==> config.mk <==
export PLATFORM = sky130hd
export DESIGN_NAME = shared_parallel_io_ports
export DESIGN_NICKNAME = d
export VERILOG_FILES = /design/src/design/gpio_pkg.sv /design/src/design/shared_parallel_io_ports.sv /design/src/design/pin_sync.sv /design/src/design/port_slice.sv
export SDC_FILE = /design/constraint.sdc
export NUM_CORES = 1
export LEC_CHECK = 0
export BUFFER_PORTS_ARGS = -buffer_cell sky130_fd_sc_hd__buf_2
export CAP_MARGIN = 30
export CORE_AREA = 2 2 251 253
export DETAILED_ROUTE_END_ITERATION = 8
export DIE_AREA = 0 0 253 255
export PLACE_DENSITY_LB_ADDON = 0.05
export SYNTH_ARGS = -nofsm -noshare
export SYNTH_HDL_FRONTEND = slang
export SYNTH_SLANG_ARGS = --single-unit
export TNS_END_PERCENT = 50
==> constraint.sdc <==
create_clock -name clk_i -period 5 [get_ports clk_i]
set_input_delay 0.25 -clock clk_i [delete_from_list [all_inputs] [get_ports clk_i]]
set_output_delay 0.25 -clock clk_i [all_outputs]
set_load 0.01 [all_outputs]
==> src/design/gpio_pkg.sv <==
package gpio_pkg;

  localparam int NPORT = 5;
  localparam int REG_W = 16;
  localparam int ADR_W = 12;
  localparam int IDX_W = 10;

  // Register indices; byte address is four times the index
  localparam logic [IDX_W-1:0] DIR_IDX [NPORT] =
    '{10'h2C6, 10'h2CC, 10'h2D2, 10'h2D8, 10'h2DE};
  localparam logic [IDX_W-1:0] PIN_IDX [NPORT] =
    '{10'h2C8, 10'h2CE, 10'h2D4, 10'h2DA, 10'h2E0};
  localparam logic [IDX_W-1:0] LAT_IDX [NPORT] =
    '{10'h2CA, 10'h2D0, 10'h2D6, 10'h2DC, 10'h2E2};
  localparam logic [IDX_W-1:0] ANA_IDX = 10'h2E4;

  // Implemented pins per port, ports B..F
  localparam logic [REG_W-1:0] IMPL_MASK [NPORT] =
    '{16'h01FF, 16'hE000, 16'h000F, 16'h013F, 16'h007F};
  // Pins whose peripheral may drive; same as IMPL_MASK, so no pin is cleared as input-only
  localparam logic [REG_W-1:0] OUT_CAP_MASK [NPORT] =
    '{16'h01FF, 16'hE000, 16'h000F, 16'h013F, 16'h007F};

  localparam logic [REG_W-1:0] LAT_RST = 16'h0000;
  localparam logic [REG_W-1:0] ANA_RST = 16'h0000;
  localparam int               ANA_PORT = 0;
  localparam int               SYNC_STAGES = 3;

  function automatic logic [REG_W-1:0] byte_merge(
    input logic [REG_W-1:0] old_v,
    input logic [REG_W-1:0] new_v,
    input logic [1:0]       sel
  );
    byte_merge = old_v;
    if (sel[0])
    begin
      byte_merge[7:0] = new_v[7:0];
    end
    if (sel[1])
    begin
      byte_merge[15:8] = new_v[15:8];
    end
  endfunction

  function automatic logic reg_hit(
    input logic [ADR_W-1:0] adr,
    input logic [IDX_W-1:0] idx
  );
    reg_hit = (adr[ADR_W-1:2] == idx);
  endfunction

endpackage

==> src/design/shared_parallel_io_ports.sv <==
`timescale 1ns/1ps
// Summary of operation
// - Enabled, driving peripheral takes the pad; port driver off, pin readable.
// - Enabled peripheral not driving leaves the pad to latch and direction.
// - Direction one makes an input, zero drives the latch onto the pin.
// - Reset sets every implemented direction bit to one.
// - Latch register reads the latch and writes update it.
// - Pin-level register reads sampled pins; writes go to the latch.
// - Unimplemented bits read zero in latch, direction and pin level.
// - Pins shared only with input peripherals stay fully under port control.
// - Two muxes per pin pick data and enable, peripheral first.
// - Analog-configured pins read zero in the pin-level register.
module shared_parallel_io_ports (
  input  wire logic        clk_i,
  input  wire logic        rst_n_i,
  input  wire logic        wb_cyc_i,
  input  wire logic        wb_stb_i,
  input  wire logic        wb_we_i,
  input  wire logic [11:0] wb_adr_i,
  input  wire logic [3:0]  wb_sel_i,
  input  wire logic [31:0] wb_dat_i,
  output logic      [31:0] wb_dat_o,
  output logic             wb_ack_o,
  input  wire logic [15:0] pad_b_in_i,
  input  wire logic [15:0] pad_c_in_i,
  input  wire logic [15:0] pad_d_in_i,
  input  wire logic [15:0] pad_e_in_i,
  input  wire logic [15:0] pad_f_in_i,
  output logic      [15:0] pad_b_out_o,
  output logic      [15:0] pad_c_out_o,
  output logic      [15:0] pad_d_out_o,
  output logic      [15:0] pad_e_out_o,
  output logic      [15:0] pad_f_out_o,
  output logic      [15:0] pad_b_oe_o,
  output logic      [15:0] pad_c_oe_o,
  output logic      [15:0] pad_d_oe_o,
  output logic      [15:0] pad_e_oe_o,
  output logic      [15:0] pad_f_oe_o,
  input  wire logic [15:0] periph_b_en_i,
  input  wire logic [15:0] periph_c_en_i,
  input  wire logic [15:0] periph_d_en_i,
  input  wire logic [15:0] periph_e_en_i,
  input  wire logic [15:0] periph_f_en_i,
  input  wire logic [15:0] periph_b_drive_i,
  input  wire logic [15:0] periph_c_drive_i,
  input  wire logic [15:0] periph_d_drive_i,
  input  wire logic [15:0] periph_e_drive_i,
  input  wire logic [15:0] periph_f_drive_i,
  input  wire logic [15:0] periph_b_out_i,
  input  wire logic [15:0] periph_c_out_i,
  input  wire logic [15:0] periph_d_out_i,
  input  wire logic [15:0] periph_e_out_i,
  input  wire logic [15:0] periph_f_out_i,
  output logic      [15:0] pin_b_level_o,
  output logic      [15:0] pin_c_level_o,
  output logic      [15:0] pin_d_level_o,
  output logic      [15:0] pin_e_level_o,
  output logic      [15:0] pin_f_level_o
);

  localparam int NP = gpio_pkg::NPORT;

  logic [15:0] pad_in     [NP];
  logic [15:0] pad_out    [NP];
  logic [15:0] pad_oe     [NP];
  logic [15:0] per_en     [NP];
  logic [15:0] per_drive  [NP];
  logic [15:0] per_out    [NP];
  logic [15:0] dir        [NP];
  logic [15:0] lat        [NP];
  logic [15:0] pin_lvl    [NP];
  logic [15:0] pin_rd     [NP];
  logic [NP-1:0] dir_wr;
  logic [NP-1:0] lat_wr;

  logic        req;
  logic        wr_go;
  logic        ack_q;
  logic [15:0] rd_d;
  logic [15:0] rd_q;
  logic [15:0] ana_q;

  assign pad_in[0] = pad_b_in_i;
  assign pad_in[1] = pad_c_in_i;
  assign pad_in[2] = pad_d_in_i;
  assign pad_in[3] = pad_e_in_i;
  assign pad_in[4] = pad_f_in_i;

  assign per_en[0] = periph_b_en_i;
  assign per_en[1] = periph_c_en_i;
  assign per_en[2] = periph_d_en_i;
  assign per_en[3] = periph_e_en_i;
  assign per_en[4] = periph_f_en_i;

  assign per_drive[0] = periph_b_drive_i;
  assign per_drive[1] = periph_c_drive_i;
  assign per_drive[2] = periph_d_drive_i;
  assign per_drive[3] = periph_e_drive_i;
  assign per_drive[4] = periph_f_drive_i;

  assign per_out[0] = periph_b_out_i;
  assign per_out[1] = periph_c_out_i;
  assign per_out[2] = periph_d_out_i;
  assign per_out[3] = periph_e_out_i;
  assign per_out[4] = periph_f_out_i;

  assign pad_b_out_o = pad_out[0];
  assign pad_c_out_o = pad_out[1];
  assign pad_d_out_o = pad_out[2];
  assign pad_e_out_o = pad_out[3];
  assign pad_f_out_o = pad_out[4];

  assign pad_b_oe_o = pad_oe[0];
  assign pad_c_oe_o = pad_oe[1];
  assign pad_d_oe_o = pad_oe[2];
  assign pad_e_oe_o = pad_oe[3];
  assign pad_f_oe_o = pad_oe[4];

  // Pin levels go to peripherals even while a peripheral drives the pad
  assign pin_b_level_o = pin_lvl[0];
  assign pin_c_level_o = pin_lvl[1];
  assign pin_d_level_o = pin_lvl[2];
  assign pin_e_level_o = pin_lvl[3];
  assign pin_f_level_o = pin_lvl[4];

  // Bus slave: one wait state, ack for one cycle, write at the ack edge
  assign req   = wb_cyc_i & wb_stb_i;
  assign wr_go = req & wb_we_i & ack_q;

  always_ff @(posedge clk_i)
  begin
    if (!rst_n_i)
    begin
      ack_q <= 1'b0;
    end
    else
    begin
      ack_q <= req & ~ack_q;
    end
  end

  always_ff @(posedge clk_i)
  begin
    if (!rst_n_i)
    begin
      rd_q <= 16'h0000;
    end
    else if (req & ~ack_q)
    begin
      rd_q <= rd_d;
    end
  end

  assign wb_ack_o = ack_q;
  assign wb_dat_o = {16'h0000, rd_q};

  always_ff @(posedge clk_i)
  begin
    if (!rst_n_i)
    begin
      ana_q <= gpio_pkg::ANA_RST;
    end
    else if (wr_go & gpio_pkg::reg_hit(wb_adr_i, gpio_pkg::ANA_IDX))
    begin
      ana_q <= gpio_pkg::byte_merge(ana_q, wb_dat_i[15:0], wb_sel_i[1:0]) &
               gpio_pkg::IMPL_MASK[gpio_pkg::ANA_PORT];
    end
  end

  genvar g;
  generate
    for (g = 0; g < NP; g++)
    begin : g_port
      assign dir_wr[g] = wr_go &
        gpio_pkg::reg_hit(wb_adr_i, gpio_pkg::DIR_IDX[g]);
      assign lat_wr[g] = wr_go &
        (gpio_pkg::reg_hit(wb_adr_i, gpio_pkg::LAT_IDX[g]) |
         gpio_pkg::reg_hit(wb_adr_i, gpio_pkg::PIN_IDX[g]));

      // Analog pins read low, unimplemented bits read zero
      if (g == gpio_pkg::ANA_PORT)
      begin : g_ana
        assign pin_rd[g] = pin_lvl[g] & gpio_pkg::IMPL_MASK[g] &
                           ~ana_q;
      end
      else
      begin : g_dig
        assign pin_rd[g] = pin_lvl[g] & gpio_pkg::IMPL_MASK[g];
      end

      pin_sync u_sync (
        .clk_i   (clk_i),
        .rst_n_i (rst_n_i),
        .pad_i   (pad_in[g]),
        .level_o (pin_lvl[g])
      );

      port_slice #(
        .IMPL    (gpio_pkg::IMPL_MASK[g]),
        .OUT_CAP (gpio_pkg::OUT_CAP_MASK[g])
      ) u_port (
        .clk_i          (clk_i),
        .rst_n_i        (rst_n_i),
        .dir_wr_i       (dir_wr[g]),
        .lat_wr_i       (lat_wr[g]),
        .wdata_i        (wb_dat_i[15:0]),
        .sel_i          (wb_sel_i[1:0]),
        .periph_en_i    (per_en[g]),
        .periph_drive_i (per_drive[g]),
        .periph_out_i   (per_out[g]),
        .dir_o          (dir[g]),
        .lat_o          (lat[g]),
        .pad_out_o      (pad_out[g]),
        .pad_oe_o       (pad_oe[g])
      );

      property p_lat_read;
        @(posedge clk_i) disable iff (!rst_n_i)
          (req & ~ack_q & ~wb_we_i &
           gpio_pkg::reg_hit(wb_adr_i, gpio_pkg::LAT_IDX[g]))
          |=> wb_ack_o && (rd_q == $past(lat[g]));
      endproperty
      a_lat_read: assert property (p_lat_read)
        else $error("latch read returned wrong value");

      property p_pin_write;
        @(posedge clk_i) disable iff (!rst_n_i)
          (wr_go & (wb_sel_i[1:0] == 2'b11) &
           gpio_pkg::reg_hit(wb_adr_i, gpio_pkg::PIN_IDX[g]))
          |=> (lat[g] == ($past(wb_dat_i[15:0]) & gpio_pkg::IMPL_MASK[g]));
      endproperty
      a_pin_write: assert property (p_pin_write)
        else $error("pin-level write missed the latch");

      property p_pin_read;
        @(posedge clk_i) disable iff (!rst_n_i)
          (req & ~ack_q & ~wb_we_i &
           gpio_pkg::reg_hit(wb_adr_i, gpio_pkg::PIN_IDX[g]))
          |=> (rd_q == $past(pin_rd[g]));
      endproperty
      a_pin_read: assert property (p_pin_read)
        else $error("pin-level read returned wrong value");

      property p_unimpl_zero;
        @(posedge clk_i) disable iff (!rst_n_i)
          (((dir[g] | lat[g] | pin_rd[g]) &
            ~gpio_pkg::IMPL_MASK[g]) == 16'h0000);
      endproperty
      a_unimpl_zero: assert property (p_unimpl_zero)
        else $error("unimplemented bit reads nonzero");

      property p_dir_read;
        @(posedge clk_i) disable iff (!rst_n_i)
          (req & ~ack_q & ~wb_we_i &
           gpio_pkg::reg_hit(wb_adr_i, gpio_pkg::DIR_IDX[g]))
          |=> (wb_dat_o == {16'h0000, $past(dir[g])});
      endproperty
      a_dir_read: assert property (p_dir_read)
        else $error("direction read returned wrong value");
    end
  endgenerate

  // Read mux; unmapped addresses read zero
  always_comb
  begin
    rd_d = 16'h0000;
    for (int p = 0; p < NP; p++)
    begin
      if (gpio_pkg::reg_hit(wb_adr_i, gpio_pkg::DIR_IDX[p]))
      begin
        rd_d = dir[p];
      end
      if (gpio_pkg::reg_hit(wb_adr_i, gpio_pkg::PIN_IDX[p]))
      begin
        rd_d = pin_rd[p];
      end
      if (gpio_pkg::reg_hit(wb_adr_i, gpio_pkg::LAT_IDX[p]))
      begin
        rd_d = lat[p];
      end
    end
    if (gpio_pkg::reg_hit(wb_adr_i, gpio_pkg::ANA_IDX))
    begin
      rd_d = ana_q;
    end
  end

  property p_ack_pulse;
    @(posedge clk_i) disable iff (!rst_n_i)
      wb_ack_o |=> !wb_ack_o;
  endproperty
  a_ack_pulse: assert property (p_ack_pulse)
    else $error("ack held longer than one cycle");

  property p_ack_timing;
    @(posedge clk_i) disable iff (!rst_n_i)
      (req & ~ack_q) |=> wb_ack_o;
  endproperty
  a_ack_timing: assert property (p_ack_timing)
    else $error("ack not one cycle after request");

  property p_analog_low;
    @(posedge clk_i) disable iff (!rst_n_i)
      ((pin_rd[gpio_pkg::ANA_PORT] & ana_q) == 16'h0000);
  endproperty
  a_analog_low: assert property (p_analog_low)
    else $error("analog pin reads high");

  // Synchroniser restarts from zero, so skip the cycles just after reset
  property p_sample_path;
    @(posedge clk_i) disable iff (!rst_n_i)
      $past(rst_n_i, 5) && $past(rst_n_i, 4) && $past(rst_n_i, 3) &&
      $past(rst_n_i, 2) && $past(rst_n_i) &&
      ($past(pad_in[0], 5) == $past(pad_in[0], 4)) &&
      ($past(pad_in[0], 4) == $past(pad_in[0], 3))
      |-> (pin_lvl[0] == $past(pad_in[0], 3));
  endproperty
  a_sample_path: assert property (p_sample_path)
    else $error("stable pad not reflected in pin level");

endmodule

==> src/design/pin_sync.sv <==
`timescale 1ns/1ps
module pin_sync (
  input  wire logic        clk_i,
  input  wire logic        rst_n_i,
  input  wire logic [15:0] pad_i,
  output logic      [15:0] level_o
);

  logic [15:0] s1_q;
  logic [15:0] s2_q;
  logic [15:0] s3_q;
  logic [15:0] level_q;

  always_ff @(posedge clk_i)
  begin
    if (!rst_n_i)
    begin
      s1_q <= 16'h0000;
      s2_q <= 16'h0000;
      s3_q <= 16'h0000;
    end
    else
    begin
      s1_q <= pad_i;
      s2_q <= s1_q;
      s3_q <= s2_q;
    end
  end

  // A bit changes only once stages two and three agree
  always_ff @(posedge clk_i)
  begin
    if (!rst_n_i)
    begin
      level_q <= 16'h0000;
    end
    else
    begin
      level_q <= (s2_q & s3_q) | (level_q & (s2_q | s3_q));
    end
  end

  assign level_o = level_q;

endmodule

==> src/design/port_slice.sv <==
`timescale 1ns/1ps
module port_slice #(
  parameter logic [15:0] IMPL    = 16'h0000,
  parameter logic [15:0] OUT_CAP = 16'h0000
) (
  input  wire logic        clk_i,
  input  wire logic        rst_n_i,
  input  wire logic        dir_wr_i,
  input  wire logic        lat_wr_i,
  input  wire logic [15:0] wdata_i,
  input  wire logic [1:0]  sel_i,
  input  wire logic [15:0] periph_en_i,
  input  wire logic [15:0] periph_drive_i,
  input  wire logic [15:0] periph_out_i,
  output logic      [15:0] dir_o,
  output logic      [15:0] lat_o,
  output logic      [15:0] pad_out_o,
  output logic      [15:0] pad_oe_o
);

  logic [15:0] dir_q;
  logic [15:0] lat_q;
  logic [15:0] own;

  always_ff @(posedge clk_i)
  begin
    if (!rst_n_i)
    begin
      dir_q <= IMPL;
    end
    else if (dir_wr_i)
    begin
      dir_q <= gpio_pkg::byte_merge(dir_q, wdata_i, sel_i) & IMPL;
    end
  end

  always_ff @(posedge clk_i)
  begin
    if (!rst_n_i)
    begin
      lat_q <= gpio_pkg::LAT_RST;
    end
    else if (lat_wr_i)
    begin
      lat_q <= gpio_pkg::byte_merge(lat_q, wdata_i, sel_i) & IMPL;
    end
  end

  // Peripheral owns a pad only when enabled, driving and output capable
  assign own = periph_en_i & periph_drive_i & OUT_CAP & IMPL;

  assign pad_oe_o  = own | (~own & ~dir_q & IMPL);
  assign pad_out_o = (own & periph_out_i) | (~own & lat_q & IMPL);
  assign dir_o     = dir_q;
  assign lat_o     = lat_q;

  property p_periph_owns;
    @(posedge clk_i) disable iff (!rst_n_i)
      ((own & ~pad_oe_o) == 16'h0000) &&
      ((own & (pad_out_o ^ periph_out_i)) == 16'h0000);
  endproperty
  a_periph_owns: assert property (p_periph_owns)
    else $error("peripheral does not own its pad");

  property p_port_drives;
    @(posedge clk_i) disable iff (!rst_n_i)
      ((~own & (pad_oe_o ^ (~dir_q & IMPL))) == 16'h0000);
  endproperty
  a_port_drives: assert property (p_port_drives)
    else $error("port lost control of idle shared pad");

  property p_dir_output;
    @(posedge clk_i) disable iff (!rst_n_i)
      ((~own & ~dir_q & IMPL & (pad_out_o ^ lat_q)) == 16'h0000);
  endproperty
  a_dir_output: assert property (p_dir_output)
    else $error("output pin not driven from latch");

  property p_input_only;
    @(posedge clk_i) disable iff (!rst_n_i)
      ((~OUT_CAP & IMPL & (pad_oe_o ^ ~dir_q)) == 16'h0000);
  endproperty
  a_input_only: assert property (p_input_only)
    else $error("input-only sharer took the driver");

  property p_dir_reset;
    @(posedge clk_i)
      $rose(rst_n_i) |-> (dir_q == IMPL) && (pad_oe_o == own);
  endproperty
  a_dir_reset: assert property (p_dir_reset)
    else $error("pins not inputs after reset");

endmodule

=== Word-level counts from Yosys, hierarchy flattened ===
Cells that the tools add are included.

* $mul: 0
* Reductions and logical operators: 16
* Shifts and indexed selects: 0
* Magnitude comparators: 0
* Equality and inequality tests: 16
* Add/sub/neg operators: 0
* Bitwise operators: 83
* Divide/modulo/power cells: 0
* Multiplexer cells: 16

{| class="wikitable"
|+ Operators by type and width
! kind !! count
|-
| 2-to-1 mux 16 bit || 15
|-
| bitwise AND 16 bit || 14
|-
| bitwise OR 16 bit || 12
|-
| == test 10 bit (second input constant) || 16
|-
| bitwise AND 9 bit || 6
|-
| bitwise AND 9 x 16 -> 16 bit || 3
|-
| NOT 9 bit || 4
|-
| NOT 16 bit || 2
|-
| bitwise OR 16 x 9 -> 16 bit || 2
|-
| AND reduction 2 bit || 16
|-
| bitwise AND 7 bit || 3
|-
| bitwise OR 9 bit || 2
|-
| bitwise AND 4 x 16 -> 16 bit || 1
|-
| bitwise AND 7 x 16 -> 16 bit || 1
|-
| NOT 9 -> 16 bit || 1
|-
| bitwise OR 16 x 4 -> 16 bit || 1
|-
| bitwise OR 16 x 7 -> 16 bit || 1
|-
| bitwise AND 1 bit || 15
|-
| NOT 7 bit || 2
|-
| bitwise AND 4 bit || 3
|-
| 2-to-1 mux 9 bit || 1
|-
| NOT 4 bit || 2
|-
| bitwise OR 7 bit || 1
|-
| bitwise OR 1 bit || 5
|-
| 2 further kinds || 2
|}

* Output and inout port bits: 273
* Memories: 0
* Bits in registers: 406
* Logic and storage cells: 169
* Memory bits (writable): 0
* Bits in latches: 0
* Bits in read-only memories: 0

=== Longest topological paths before layout ===
Gate-level depths: netlist (run 1).

* Depth after elaboration: 17
* Mapped depth: 9
* Mapped depth without buffers: 6

=== By module ===
From an unflattened synthesis (run 1), not the netlist that was laid out.

* Cells, all modules: 1875
* Area, all modules: 17688.2 sq um

{| class="wikitable"
|+ Modules (own cells, without submodules)
! module !! cells an instance !! area an instance (sq um) !! times used !! seq. area each (sq um)
|-
| pin_sync || 167 || 1954.4 || 5 || 1281.2
|-
| shared_parallel_io_ports || 469 || 3210.6 || 1 || 520.5
|-
| port_slice (g_port[0].u_port) || 140 || 1202.4 || 1 || 360.3
|-
| port_slice (g_port[3].u_port) || 123 || 1007.2 || 1 || 280.3
|-
| port_slice (g_port[4].u_port) || 122 || 1002.2 || 1 || 280.3
|-
| port_slice (g_port[2].u_port) || 97 || 795.8 || 1 || 160.2
|-
| port_slice (g_port[1].u_port) || 89 || 698.2 || 1 || 120.1
|}

=== Worst setup path after synthesis (run 1) ===
Ideal clock, no wire load.

* Kind: input -> register
* Start: in wb_adr_i[10]
* End: reg rd_q[0]
* Setup slack: 2897 ps
* Data required time: 4934 ps
* Setup time: 66 ps
* Stages: 7
* Path buffers: 1
* Data arrival time: 2036 ps
* Cell sequence: or4b_1 -> buf_2 -> or4_4 -> o2111ai_2 -> nor3_1 -> a2111o_1 -> a21oi_2

* Cells in the longest elaborated chain, start to end: 17

{| class="wikitable"
|+ Ends and longest elaborated chain
! what !! RTL line !! RTL
|-
| start, declared || shared_parallel_io_ports.sv:19 || <nowiki>input wire logic [11:0] wb_adr_i,</nowiki>
|-
| == test 10 bit || gpio_pkg.sv:49 || <nowiki>reg_hit = (adr[ADR_W-1:2] == idx);</nowiki>
|-
| 2-to-1 mux 9 bit || shared_parallel_io_ports.sv:269 || <nowiki>if (gpio_pkg::reg_hit(wb_adr_i, gpio_pkg::DIR_IDX[p]))</nowiki>
|-
| 2-to-1 mux 16 bit || shared_parallel_io_ports.sv:273 || <nowiki>if (gpio_pkg::reg_hit(wb_adr_i, gpio_pkg::PIN_IDX[p]))</nowiki>
|-
| 2-to-1 mux 16 bit || shared_parallel_io_ports.sv:277 || <nowiki>if (gpio_pkg::reg_hit(wb_adr_i, gpio_pkg::LAT_IDX[p]))</nowiki>
|-
| 2-to-1 mux 16 bit || shared_parallel_io_ports.sv:269 ||
|-
| 2-to-1 mux 16 bit || shared_parallel_io_ports.sv:273 ||
|-
| 2-to-1 mux 16 bit || shared_parallel_io_ports.sv:277 ||
|-
| 2-to-1 mux 16 bit || shared_parallel_io_ports.sv:269 ||
|-
| 2-to-1 mux 16 bit || shared_parallel_io_ports.sv:273 ||
|-
| 2-to-1 mux 16 bit || shared_parallel_io_ports.sv:277 ||
|-
| 2-to-1 mux 16 bit || shared_parallel_io_ports.sv:269 ||
|-
| 2-to-1 mux 16 bit || shared_parallel_io_ports.sv:273 ||
|-
| 2-to-1 mux 16 bit || shared_parallel_io_ports.sv:277 ||
|-
| 2-to-1 mux 16 bit || shared_parallel_io_ports.sv:269 ||
|-
| 2-to-1 mux 16 bit || shared_parallel_io_ports.sv:273 ||
|-
| 2-to-1 mux 16 bit || shared_parallel_io_ports.sv:277 ||
|-
| 2-to-1 mux 16 bit * || shared_parallel_io_ports.sv:282 || <nowiki>if (gpio_pkg::reg_hit(wb_adr_i, gpio_pkg::ANA_IDX))</nowiki>
|-
| end signal, assigned || shared_parallel_io_ports.sv:150 || <nowiki>rd_q <= rd_d;</nowiki>
|-
| end, declared || shared_parallel_io_ports.sv:80 || <nowiki>logic [15:0] rd_q;</nowiki>
|}

Mark *: on every way between the ends. The rest lies on a longest branch, timed or not.
A chain may end at the register's enable or synchronous reset.

=== Worst setup path after layout (run 1) ===
* Start: reg ack_q, in the netlist wb_ack_o
* End: reg g_port[4].u_port.lat_q[4]

* Cells in the longest elaborated chain, start to end: 3

{| class="wikitable"
|+ Ends and longest elaborated chain
! what !! RTL line !! RTL
|-
| start, declared || shared_parallel_io_ports.sv:78 || <nowiki>logic ack_q;</nowiki>
|-
| start signal, assigned || shared_parallel_io_ports.sv:138 || <nowiki>ack_q <= req & ~ack_q;</nowiki>
|-
| bitwise AND 1 bit || shared_parallel_io_ports.sv:128 || <nowiki>assign wr_go = req & wb_we_i & ack_q;</nowiki>
|-
| bitwise AND 1 bit || shared_parallel_io_ports.sv:176 || <nowiki>assign lat_wr[g] = wr_go &</nowiki>
|-
| AND reduction 2 bit (no source line) || - ||
|-
| end signal, assigned || port_slice.sv:41 || <nowiki>lat_q <= gpio_pkg::LAT_RST;</nowiki>
|-
| end signal, assigned || port_slice.sv:45 || <nowiki>lat_q <= gpio_pkg::byte_merge(lat_q, wdata_i, sel_i) & IMPL;</nowiki>
|-
| end, declared || port_slice.sv:22 || <nowiki>logic [15:0] lat_q;</nowiki>
|}

No other way between the ends.

==> results.md, run 1 <==
• worst hold path type: input pin to register
• top cell type's share of synthesized area: 0.534
• maximum number of pins on one net before global-route repair: 191
• relative slew slack: 0.371
• Detail Placement HPWL: 35.7 mm
• Area after DPL: 0.0172 mm^2
• largest clock skew in the final design: 0.0153 ns
• via count of the routed design: 11900
• via count of the first global-routing pass: 11000
• setup repair after global routing missed its margin: false
• fraction of final layout cells with drive strength greater than 1: 0.237
• Floorplan Core Area: 0.0622 mm^2
• maximum frequency from static timing analysis: 403 MHz
• commonest non-fill, non-tap cells in the layout: dfxtp_1, buf_2, and2_1
• register-to-register path setup slack: 2.52 ns
• Syn Area/Cell: 9.63 um^2
• post-synthesis cell type with the largest combined area: dfxtp_1
• maximum capacitance violations: 0
• most frequent standard cell in the layout excluding fill and tap cells: dfxtp_1
• height of the die: 255 um
• post-route design area: 0.0196 mm^2
• Distinct cells, synth: 67
• origin of the worst setup path: wb_ack_o
• number of I/O pins: 646
• worst reg2reg path endpoint: g_port[4].u_port.lat_o[4]
• number of buffers created by CTS: 49
• CTS sink count: 402
• maximum buffer depth of the clock tree: 3
• Synth Warn #: 0
• Async S/R FF share, synth: 0
• type of origin of the critical path: register
• DRC marker count from the first detailed-route iteration: 621
• number of endpoints failing setup at the final stage: 0
• Die ar.: 0.0645 mm^2
• Final Non-Filler Cells: 2833
• clock transition at the register clock pins on the worst setup and hold paths after CTS: 0.07 ns
• CP required: 5.45 ns
• register bit total from synthesis: 402
• run status: complete, no violations
• Worst EP arrival: 2.94 ns
• CTS hold repair buffers: 87
• endpoint class of the critical path: register
• total of buffers placed on input and output ports: 351
• launch point of the worst reg-to-reg path: wb_ack_o
• total track usage: 0.144
• Worst Hold Path Cells: 3
• sequential element share of the synthesized area: 0.534
• crit path max fanout: 12
• DP Cell Count: 2655
• clock tree from TritonCTS: done
• number of antenna violations at the first check in global routing: 14
• maximum level of the CTS H-tree: 2
• area added between synthesis and finish: 30.4%
• buffer cell driving the clock tree root: clkbuf_16
• final routed wirelength across all metal layers: 48.6 mm
• number of design rule violations left after detail routing: 0
• power density of the placed cells: 370 mW/mm^2
• clock insertion delay at the later pin of the skew report: 0.57 ns
• effective utilization at floorplan: 0.242
• routed vias/inst: 4.21
• Chip Width: 253 um
• Max Transition Viols Final: 0
• buffer count from post-CTS setup fixing: 0
• actual slew at the worst max-slew pin: 0.944 ns
• wire length of the first global-routing pass: 69.4 mm
• drt wl/cell: 17.2 um
• Period Utilization, post-route: 0.497
• GR Overflow Total: 0
• predominant post-synthesis flop cell: dfxtp_1
• post-synthesis instance area: 0.0151 mm^2
• remaining antenna violation count after routing: 0
• shortest period the worst path allows: 2.48 ns
• post-cts gate resize count: 0
• critical path capture point: g_port[4].u_port.lat_o[4]
• final critical-path setup slack: 2.52 ns
• final standard cell utilization of the core: 0.316
• CP Class: register to register
• number of nets at the end of the flow: 2367
• length of the first detailed-routing pass in iterations: 5
• instance count of the mapped netlist: 1565
• number of rows created at floorplan: 92
• depth of the worst register-to-register path: 6
• standby leakage power: 8.62 nW
• leading cell types by total area after synthesis: dfxtp_1, and2_1, buf_4
• Fin Setup TNS: 0 ns
• number of hold-slack violations in the final timing report: 0
• Worst Setup Slack post-DPL: 2.14 ns
• final weighted congestion in routability-driven placement: 0.839
• VDD IR-drop max: 0.193 mV
• number of flops mapped to enable cells by yosys: 0
==> worst max-delay path, cell delays in order, from the launching register on <==
cell and delay (ns):
dfxtp_1 0.40, nand2_1 0.08, nor2_1 0.40, and2_1 0.60
nand2_1 0.54, mux2i_1 0.29, nor2b_1 0.06
==> worst min path at each step <==
stage	startpoint	to	slack (ns)
finish	wb_dat_i[6]	g_port[0].u_port.dir_o[6]	0.05
floorplan	wb_dat_i[4]	g_port[0].u_port.dir_o[4]	0.37
detailed placement	g_port[1].u_sync.s1_q[2]	g_port[1].u_sync.s2_q[2]	0.42
global route	wb_dat_i[6]	g_port[0].u_port.dir_o[6]	0.04
CTS	wb_dat_i[6]	g_port[0].u_port.dir_o[6]	0.02
global placement	g_port[1].u_sync.s1_q[12]	g_port[1].u_sync.s2_q[12]	0.41
==> registers in the layout, summed over array words and instances, names as in the netlist <==
| register | count |
|---|---|
| g_port.u_sync.s2_q | 80 |
| g_port.u_sync.s3_q | 80 |
| wb_ack_o | 1 |
| g_port.u_sync.s1_q | 80 |
| g_port.u_sync.level_o | 80 |
| g_port.u_port.dir_o | 30 |
| g_port.u_port.lat_o | 30 |
| rd_q | 12 |
| ana_q | 9 |
==> report_power, final <==
part,internal [mW],switching [mW]
clock network,2.17,1.37
registers,3.29,0.0286
logic,0.197,0.218
==> per-stage QoR <==
step / total power [mW] / hold WS (ns)
final: 7.27 / 0.0528
after global routing: 7.61 / 0.0409
after CTS: 7.43 / 0.0222
after detailed placement: 3.75 / 0.417
after global placement: 3.75 / 0.414
after floorplan: 3.65 / 0.374
==> synth_stat cells, types with 2 or more instances <==
master,count
nor2b_1,32
a21boi_0,89
o22ai_1,7
nand4b_1,4
o2bb2ai_1,2
nand4bb_1,3
and4bb_2,2
a221oi_1,7
a2bb2oi_1,6
clkbuf_8,4
o31ai_1,2
o211ai_1,7
nand4_1,3
nor2_1,24
o21ai_0,102
mux2i_1,33
or2_2,2
o21a_1,3
buf_2,2
and2_1,245
nor4_1,2
and3_1,2
o311ai_0,2
a21oi_1,36
nand2_1,215
and4b_1,2
a22oi_1,5
a211oi_1,3
dfxtp_1,402
inv_1,11
o2111ai_1,3
buf_4,121
mux2_2,30
a221o_1,2
nand3_1,40
clkbuf_1,61
or3_1,2
nor3_1,17
a2111oi_0,2
==> layer usage <==
layer	share of wire	vias up	wire, um	track usage
met3	0.086	75	4200	0.0535
met2	0.46	383	22200	0.234
met5	0.0021	-	101	0
met4	0.017	16	812	0.0347
li1	-	5875	-	-
met1	0.44	5587	21300	0.181
==> cell families (layout without fill, tap and decap cells) <==
group	count (synthesis)	after routing	synth area share
AND/OR/NAND/NOR	608	608	0.213
other	1	124	0.000249
flip-flops	402	402	0.534
buffers and inverters	200	546	0.0833
AO/OA/AOI/OAI	291	291	0.125
multiplexers	63	63	0.0443
==> cell type report <==
cell class / count / area [um^2]
well taps: 799 / 1000
multi-input cells: 1082 / 6220
fillers: 6509 / 42500
flip-flops and latches: 402 / 8050
clock buffers: 71 / 1420
inverters: 11 / 41.3
repair buffers: 448 / 2720
clock inverters: 16 / 191
diodes: 4 / 10.0
No activity file was read; power rests on OpenSTA's default activity.
==> run 2: changes to the inputs <==
==> constraint.sdc (replaced) <==
create_clock -name clk_i -period 2.41 [get_ports clk_i]
set_input_delay 0.1205 -clock clk_i [delete_from_list [all_inputs] [get_ports clk_i]]
set_output_delay 0.1205 -clock clk_i [all_outputs]
set_load 0.01 [all_outputs]
==> run 2 against run 1 <==
  * Non-clock buffer count is 43 higher
  * Sequential power up 110%
  * Clock skew is 0.012 ns higher
  * Routed wire length is 0.60% higher
  * Critical endpoint is now rd_q[0]
  * Critical path type unchanged
  * Die area unchanged
  * Utilization is 0.85 points higher
  * Sequential share of layout area is 1.1 points lower
  * Sequential cell count stayed put
  * First-iteration DRC count increased by 4.8%
  * Fmax up 22%
  * Total power increased by 120%
  * Largest cell class unchanged
==> results.md, run 2 (synthesis results as in run 1) <==
• number of rows created at floorplan: 92, unchanged
• Final Non-Filler Cells: 2881, +1.7%
• fraction of final layout cells with drive strength greater than 1: 0.251, +0.0132
• via count of the first global-routing pass: 11000, +0.33%
• largest clock skew in the final design: 0.0271 ns, +0.0118 ns
• most frequent standard cell in the layout excluding fill and tap cells: dfxtp_1
• Die ar.: 0.0645 mm^2, unchanged
• routed vias/inst: 4.16, -1.4%
• clock insertion delay at the later pin of the skew report: 0.59 ns, +0.02 ns
• maximum number of pins on one net before global-route repair: 119, -38%
• worst hold path type: input pin to register
• GR Overflow Total: 0, unchanged
• height of the die: 255 um, unchanged
• DP Cell Count: 2687, +1.2%
• maximum buffer depth of the clock tree: 3, unchanged
• total track usage: 0.147, +0.00286
• final weighted congestion in routability-driven placement: 0.812, -3.3%
• via count of the routed design: 12000, +0.29%
• Chip Width: 253 um, unchanged
• post-cts gate resize count: 0, unchanged
• crit path max fanout: 4, -8
• DRC marker count from the first detailed-route iteration: 651, +4.8%
• effective utilization at floorplan: 0.242, unchanged
• area added between synthesis and finish: 33.9%
• number of nets at the end of the flow: 2410, +1.8%
• endpoint class of the critical path: register
• remaining antenna violation count after routing: 0, unchanged
• drt wl/cell: 17.0 um, -1.1%
• maximum frequency from static timing analysis: 491 MHz, +22%
• number of design rule violations left after detail routing: 0, unchanged
• buffer cell driving the clock tree root: clkbuf_16
• VDD IR-drop max: 0.433 mV, +120%
• wire length of the first global-routing pass: 70.9 mm, +2.1%
• clock transition at the register clock pins on the worst setup and hold paths after CTS: 0.06 ns, about the same
• setup repair after global routing missed its margin: false
• Worst EP arrival: 2.55 ns, -0.39 ns
• Period Utilization, post-route: 0.846, +0.349
• Detail Placement HPWL: 36.6 mm, +2.4%
• shortest period the worst path allows: 2.04 ns, -0.444 ns
• length of the first detailed-routing pass in iterations: 5, unchanged
• standby leakage power: 8.90 nW, +3.3%
• maximum level of the CTS H-tree: 2, unchanged
• relative slew slack: 0.518, +0.147
• maximum capacitance violations: 0, unchanged
• Max Transition Viols Final: 0, unchanged
• Floorplan Core Area: 0.0622 mm^2, unchanged
• type of origin of the critical path: register
• number of antenna violations at the first check in global routing: 14, unchanged
• CP Class: register to register
• number of I/O pins: 646, unchanged
• power density of the placed cells: 778 mW/mm^2, +110%
• number of endpoints failing setup at the final stage: 0, unchanged
• final routed wirelength across all metal layers: 48.9 mm, +0.60%
• total of buffers placed on input and output ports: 351, unchanged
• Fin Setup TNS: 0 ns, unchanged
• number of hold-slack violations in the final timing report: 0, unchanged
• number of buffers created by CTS: 49, unchanged
• actual slew at the worst max-slew pin: 0.718 ns, -0.226 ns
• commonest non-fill, non-tap cells in the layout: dfxtp_1, buf_2, and2_1
• CP required: 2.92 ns, -2.53 ns
• clock tree from TritonCTS: done
• CTS sink count: 402, unchanged
• run status: complete, no violations
[run 2: cell types whose count changed in the layout (fill, tap and decap cells not counted), sizes merged]
| cell | previous run | this run |
|---|---|---|
| buf | 361 | 393 |
| dlygate4sd3 | 87 | 98 |
| clkinv | 10 | 5 |
| bufinv | 4 | 7 |
| clkbuf | 71 | 73 |
| diode | 4 | 7 |
| clkinvlp | 0 | 2 |
[run 2: worst paths after layout]
kind	start	end	depth (start not counted)	slack [ns]
setup / recovery	g_port[0].u_sync.level_o[0]	rd_q[0]	6	0.37
hold / removal	wb_sel_i[1]	g_port[3].u_port.dir_o[8]	3	0.08
setup reg to reg	g_port[0].u_sync.level_o[0]	rd_q[0]	6	0.37
hold reg to reg	g_port[4].u_sync.s1_q[8]	g_port[4].u_sync.s2_q[8]	1	0.43
[run 2: metal layers]
layer,GRT usage,vias to the layer above,share of wire
li1,-,5971,-
met1,0.191,5541,0.44
met2,0.232,373,0.45
met3,0.0523,76,0.088
met4,0.0370,10,0.019
met5,0,-,0.0013
[run 2: power breakdown]
group / switching (mW) / internal [mW] / total (mW) / leakage, nW
Clock: 2.93 / 4.99 / 7.93 / 0.862
Combinational: 0.459 / 0.433 / 0.892 / 4.76
Sequential: 0.0591 / 6.82 / 6.88 / 3.28
Total: 3.45 / 12.2 / 15.7 / 8.90
[run 2: critical path, stage by stage, from the launching register on]
cell       delay, ns
dfxtp_1         0.47
nor2b_1         0.23
o2111ai_1       0.11
a2111oi_0       0.54
nor3_1          0.11
a2111o_1        0.39
a21oi_2         0.12
[run 2: cell type report]
type | instances | area (um^2)
Multi-Input combinational cell | 1082 | 6220
Antenna cell | 7 | 17.5
Clock buffer | 73 | 1490
Inverter | 11 | 41.3
Timing Repair Buffer | 491 | 3100
Tap cell | 799 | 1000
Fill cell | 6497 | 42000
Clock inverter | 16 | 268
Sequential cell | 402 | 8050
[run 2: per-stage QoR]
step	cell area [um^2]	util	setup WS (ns)	hold slack [ns]	total power [mW]
3_5_place_dp	17400	0.280	0.0244	0.329	7.80
5_1_grt	20200	0.324	0.310	0.116	16.4
3_3_place_gp	17400	0.280	0.0303	0.326	7.79
6_report	20200	0.325	0.372	0.0829	15.7
2_1_floorplan	15500	-	0.437	0.244	7.58
4_1_cts	20200	0.324	0.426	0.0387	16.0
[run 2: repair_timing]
action | in CTS | in global routing
hold buffers | 98 | 0
endpoints found under the hold margin | 172 | 0
buffers inserted | 0 | 0
setup endpoints to repair | 0 | 0
==> run 3: changes to the inputs <==
--- a/config.mk
+++ b/config.mk
@@ -5,11 +5,12 @@
 export SDC_FILE = /design/constraint.sdc
 export NUM_CORES = 1
 export LEC_CHECK = 0
+export ABC_AREA = 1
 export BUFFER_PORTS_ARGS = -buffer_cell sky130_fd_sc_hd__buf_2
 export CAP_MARGIN = 30
-export CORE_AREA = 2 2 251 253
+export CORE_AREA = 2 2 250 252
 export DETAILED_ROUTE_END_ITERATION = 8
-export DIE_AREA = 0 0 253 255
+export DIE_AREA = 0 0 252 254
 export PLACE_DENSITY_LB_ADDON = 0.05
 export SYNTH_ARGS = -nofsm -noshare
 export SYNTH_HDL_FRONTEND = slang
==> constraint.sdc (replaced) <==
create_clock -name clk_i -period 1.7 [get_ports clk_i]
set_input_delay 0.085 -clock clk_i [delete_from_list [all_inputs] [get_ports clk_i]]
set_output_delay 0.085 -clock clk_i [all_outputs]
set_load 0.01 [all_outputs]
==> run 3 against run 2 <==
  * Synthesized cell count grew 19%
  * Largest power group unchanged
  * Critical path depth grew 4
  * Setup slack lost 0.23 ns
  * Non-clock buffer count grew 44
  * First-iteration DRC count shrank 12%
  * Critical path type is now input pin to register
==> results.md, run 3 <==
• run status: complete, no violations
• number of hold-slack violations in the final timing report: 0, unchanged
• top cell type's share of synthesized area: 0.539, +0.00465
• clock tree from TritonCTS: done
• critical-path cell with the highest stage delay: dlygate4sd3_1
• largest clock skew in the final design: 0.00838 ns, -0.0188 ns
• maximum buffer depth of the clock tree: 3, unchanged
• family with the most delay on the worst path: buffers and inverters
• via count of the routed design: 12600, +5.3%
• cell chain of the critical path: dlygate4sd3_1, buf_2, nand2_1, dlygate4sd3_1, nor2_2, inv_2, buf_4, a21oi_1, nand2_1, a21oi_1
• actual slew at the worst max-slew pin: 0.598 ns, -0.119 ns
• number of buffers created by CTS: 47, -4.1%
• height of the die: 254 um, -0.39%
• number of buffer and inverter instances along the worst setup path: 5, +5
• relative slew slack: 0.599, +0.0809
• DP Cell Count: 3032, +13%
• number of design rule violations left after detail routing: 0, unchanged
• buffer cell driving the clock tree root: clkbuf_16
• Worst EP arrival: 2.04 ns, -0.51 ns
• number of antenna violations at the first check in global routing: 3, -11
• worst hold path type: input pin to register
• predominant post-synthesis flop cell: dfxtp_1
• post-synthesis cell type with the largest combined area: dfxtp_1
• CTS sink count: 402, unchanged
• maximum capacitance violations: 0, unchanged
• drt wl/cell: 14.3 um, -16%
• clock insertion delay at the later pin of the skew report: 0.56 ns, -0.03 ns
• effective utilization at floorplan: 0.244, +0.00145
• leading cell types by total area after synthesis: dfxtp_1, nand2_1, inv_1
• number of flops mapped to enable cells by yosys: 0, unchanged
• register bit total from synthesis: 402, unchanged
• instance count of the mapped netlist: 1860, +19%
• number of rows created at floorplan: 91, -1.1%
• number of I/O pins: 646, unchanged
• Fin Setup TNS: 0 ns, unchanged
• Chip Width: 252 um, -0.40%
• final weighted congestion in routability-driven placement: 0.846, +4.2%
• GR Overflow Total: 0, unchanged
• shortest period the worst path allows: 1.55 ns
• Syn Area/Cell: 8.03 um^2, -17%
• origin of the worst setup path: wb_stb_i
• most frequent standard cell in the layout excluding fill and tap cells: nand2_1
• commonest non-fill, non-tap cells in the layout: nand2_1, dfxtp_1, buf_2
• via count of the first global-routing pass: 11700, +5.7%
• remaining antenna violation count after routing: 0, unchanged
• Synth top cells by count: nand2_1, dfxtp_1, inv_1
• maximum frequency from static timing analysis: 643 MHz
• CP Class: input pin to register
• post-synthesis instance area: 0.0149 mm^2, -0.86%
• buffer count from post-CTS setup fixing: 0, unchanged
• Floorplan Core Area: 0.0613 mm^2, -1.5%
• Distinct cells, synth: 37, -45%
• type of origin of the critical path: input pin
• Final Power: 21.3 mW, +36%
• sequential element share of the synthesized area: 0.539, +0.00465
• routed vias/inst: 3.92, -5.6%
• VDD IR-drop max: 0.584 mV, +35%
• launch point of the worst reg-to-reg path: ana_q[4]
• startpoint of the lowest-slack hold path: wb_sel_i[1]
• maximum number of pins on one net before global-route repair: 90, -24%
• DRC marker count from the first detailed-route iteration: 571, -12%
• Final Non-Filler Cells: 3214, +12%
• total of buffers placed on input and output ports: 351, unchanged
• most numerous cell in the Yosys netlist: nand2_1
• number of nets at the end of the flow: 2762, +15%
• wire length of the first global-routing pass: 67.9 mm, -4.2%
• Period Utilization, post-route: 0.915
• highest cell delay on the worst timing path: 0.55 ns, about the same
• setup repair after global routing missed its margin: false
• Synth Warn #: 0, unchanged
• length of the first detailed-routing pass in iterations: 5, unchanged
• Max Transition Viols Final: 0, unchanged
• standby leakage power: 10.9 nW, +22%
• final routed wirelength across all metal layers: 46.1 mm, -5.8%
• total track usage: 0.138, -0.00908
• fraction of final layout cells with drive strength greater than 1: 0.234, -0.0162
• CP required: 2.19 ns, -0.73 ns
• area added between synthesis and finish: 35.7%
• Async S/R FF share, synth: 0, unchanged
• Detail Placement HPWL: 34.6 mm, -5.2%
• number of endpoints failing setup at the final stage: 0, unchanged
• endpoint class of the critical path: register
• clock transition at the register clock pins on the worst setup and hold paths after CTS: 0.06 ns, about the same
• crit path max fanout: 13, +9
• power density of the placed cells: 1050 mW/mm^2, +35%
• maximum level of the CTS H-tree: 2, unchanged
• Die ar.: 0.0640 mm^2, -0.79%
-- run 3: cell types whose count changed after synthesis, sizes merged, moves of 13 or more --
cell	previous run	this run
o211ai	7	28
nor2	25	147
nand4	3	22
nor2b	32	0
nand3	40	27
inv	11	306
and2	245	0
mux2i	33	0
nand2	216	426
a21boi	89	0
a21oi	37	154
clkbuf	65	45
o21ai	102	131
-- run 3: metrics by stage --
stage	utilization	hold slack (ns)	setup WS (ns)	area, um^2
after detailed placement	0.290	0.271	-0.193	17700
after floorplan	-	0.183	0.170	15400
after global placement	0.290	0.264	-0.236	17700
final	0.331	0.0507	0.145	20300
after global routing	0.331	0.0271	0.0310	20300
after CTS	0.331	0.00808	0.0194	20300
-- run 3: path summary, 6_finish.rpt --
check	cells past startpoint	slack, ns	endpoint
worst max-delay path	10	0.15	rd_q[0]
worst min-delay path	4	0.05	g_port[1].u_port.lat_o[14]
worst max register to register	10	0.15	rd_q[4]
worst min register to register	2	0.41	g_port[1].u_sync.s2_q[5]
-- run 3: cell families (layout without fill, tap and decap cells) --
family,Yosys count,in the layout,share of synthesized area
AND/OR/NAND/NOR,635,635,0.178
multiplexers,21,21,0.0158
other,1,121,0.000251
AO/OA/AOI/OAI,319,319,0.113
buffers and inverters,482,926,0.154
flip-flops,402,402,0.539
-- run 3: cell type report --
type,count,area [um^2]
fill,6623,41000
sequential,402,8050
multi-input combinational,1095,5050
timing repair buffer,535,3480
clock buffer,74,1400
inverter,308,1160
tap,790,988
clock inverter,9,154
antenna,1,2.50
-- run 3: worst register-to-register path, cell delays in order, from the launching register on --
cell       delay, ns
dfxtp_1         0.32
inv_1           0.08
nand3_1         0.15
nand3_1         0.08
o21ai_1         0.14
nand4_1         0.12
buf_4           0.18
nor2_1          0.10
o2111ai_1       0.11
nand2_1         0.09
a21oi_1         0.06
-- run 3: routing by layer --
layer / part of all wire / global-route usage
met5: 0.00030 / 0
met1: 0.46 / 0.180
met3: 0.060 / 0.0334
met4: 0.031 / 0.0519
met2: 0.44 / 0.220
-- run 3: timing repair --
action | CTS | global route
endpoints found under the setup margin | 0 | 7
hold endpoints to repair | 123 | 0
resized for setup | 0 | 3
hold buffers | 98 | 0
-- run 3: report_power, final --
| group | switching (mW) | internal [mW] |
|---|---|---|
| sequential | 0.0973 | 9.66 |
| clock | 3.99 | 6.21 |
| combinational | 0.747 | 0.599 |
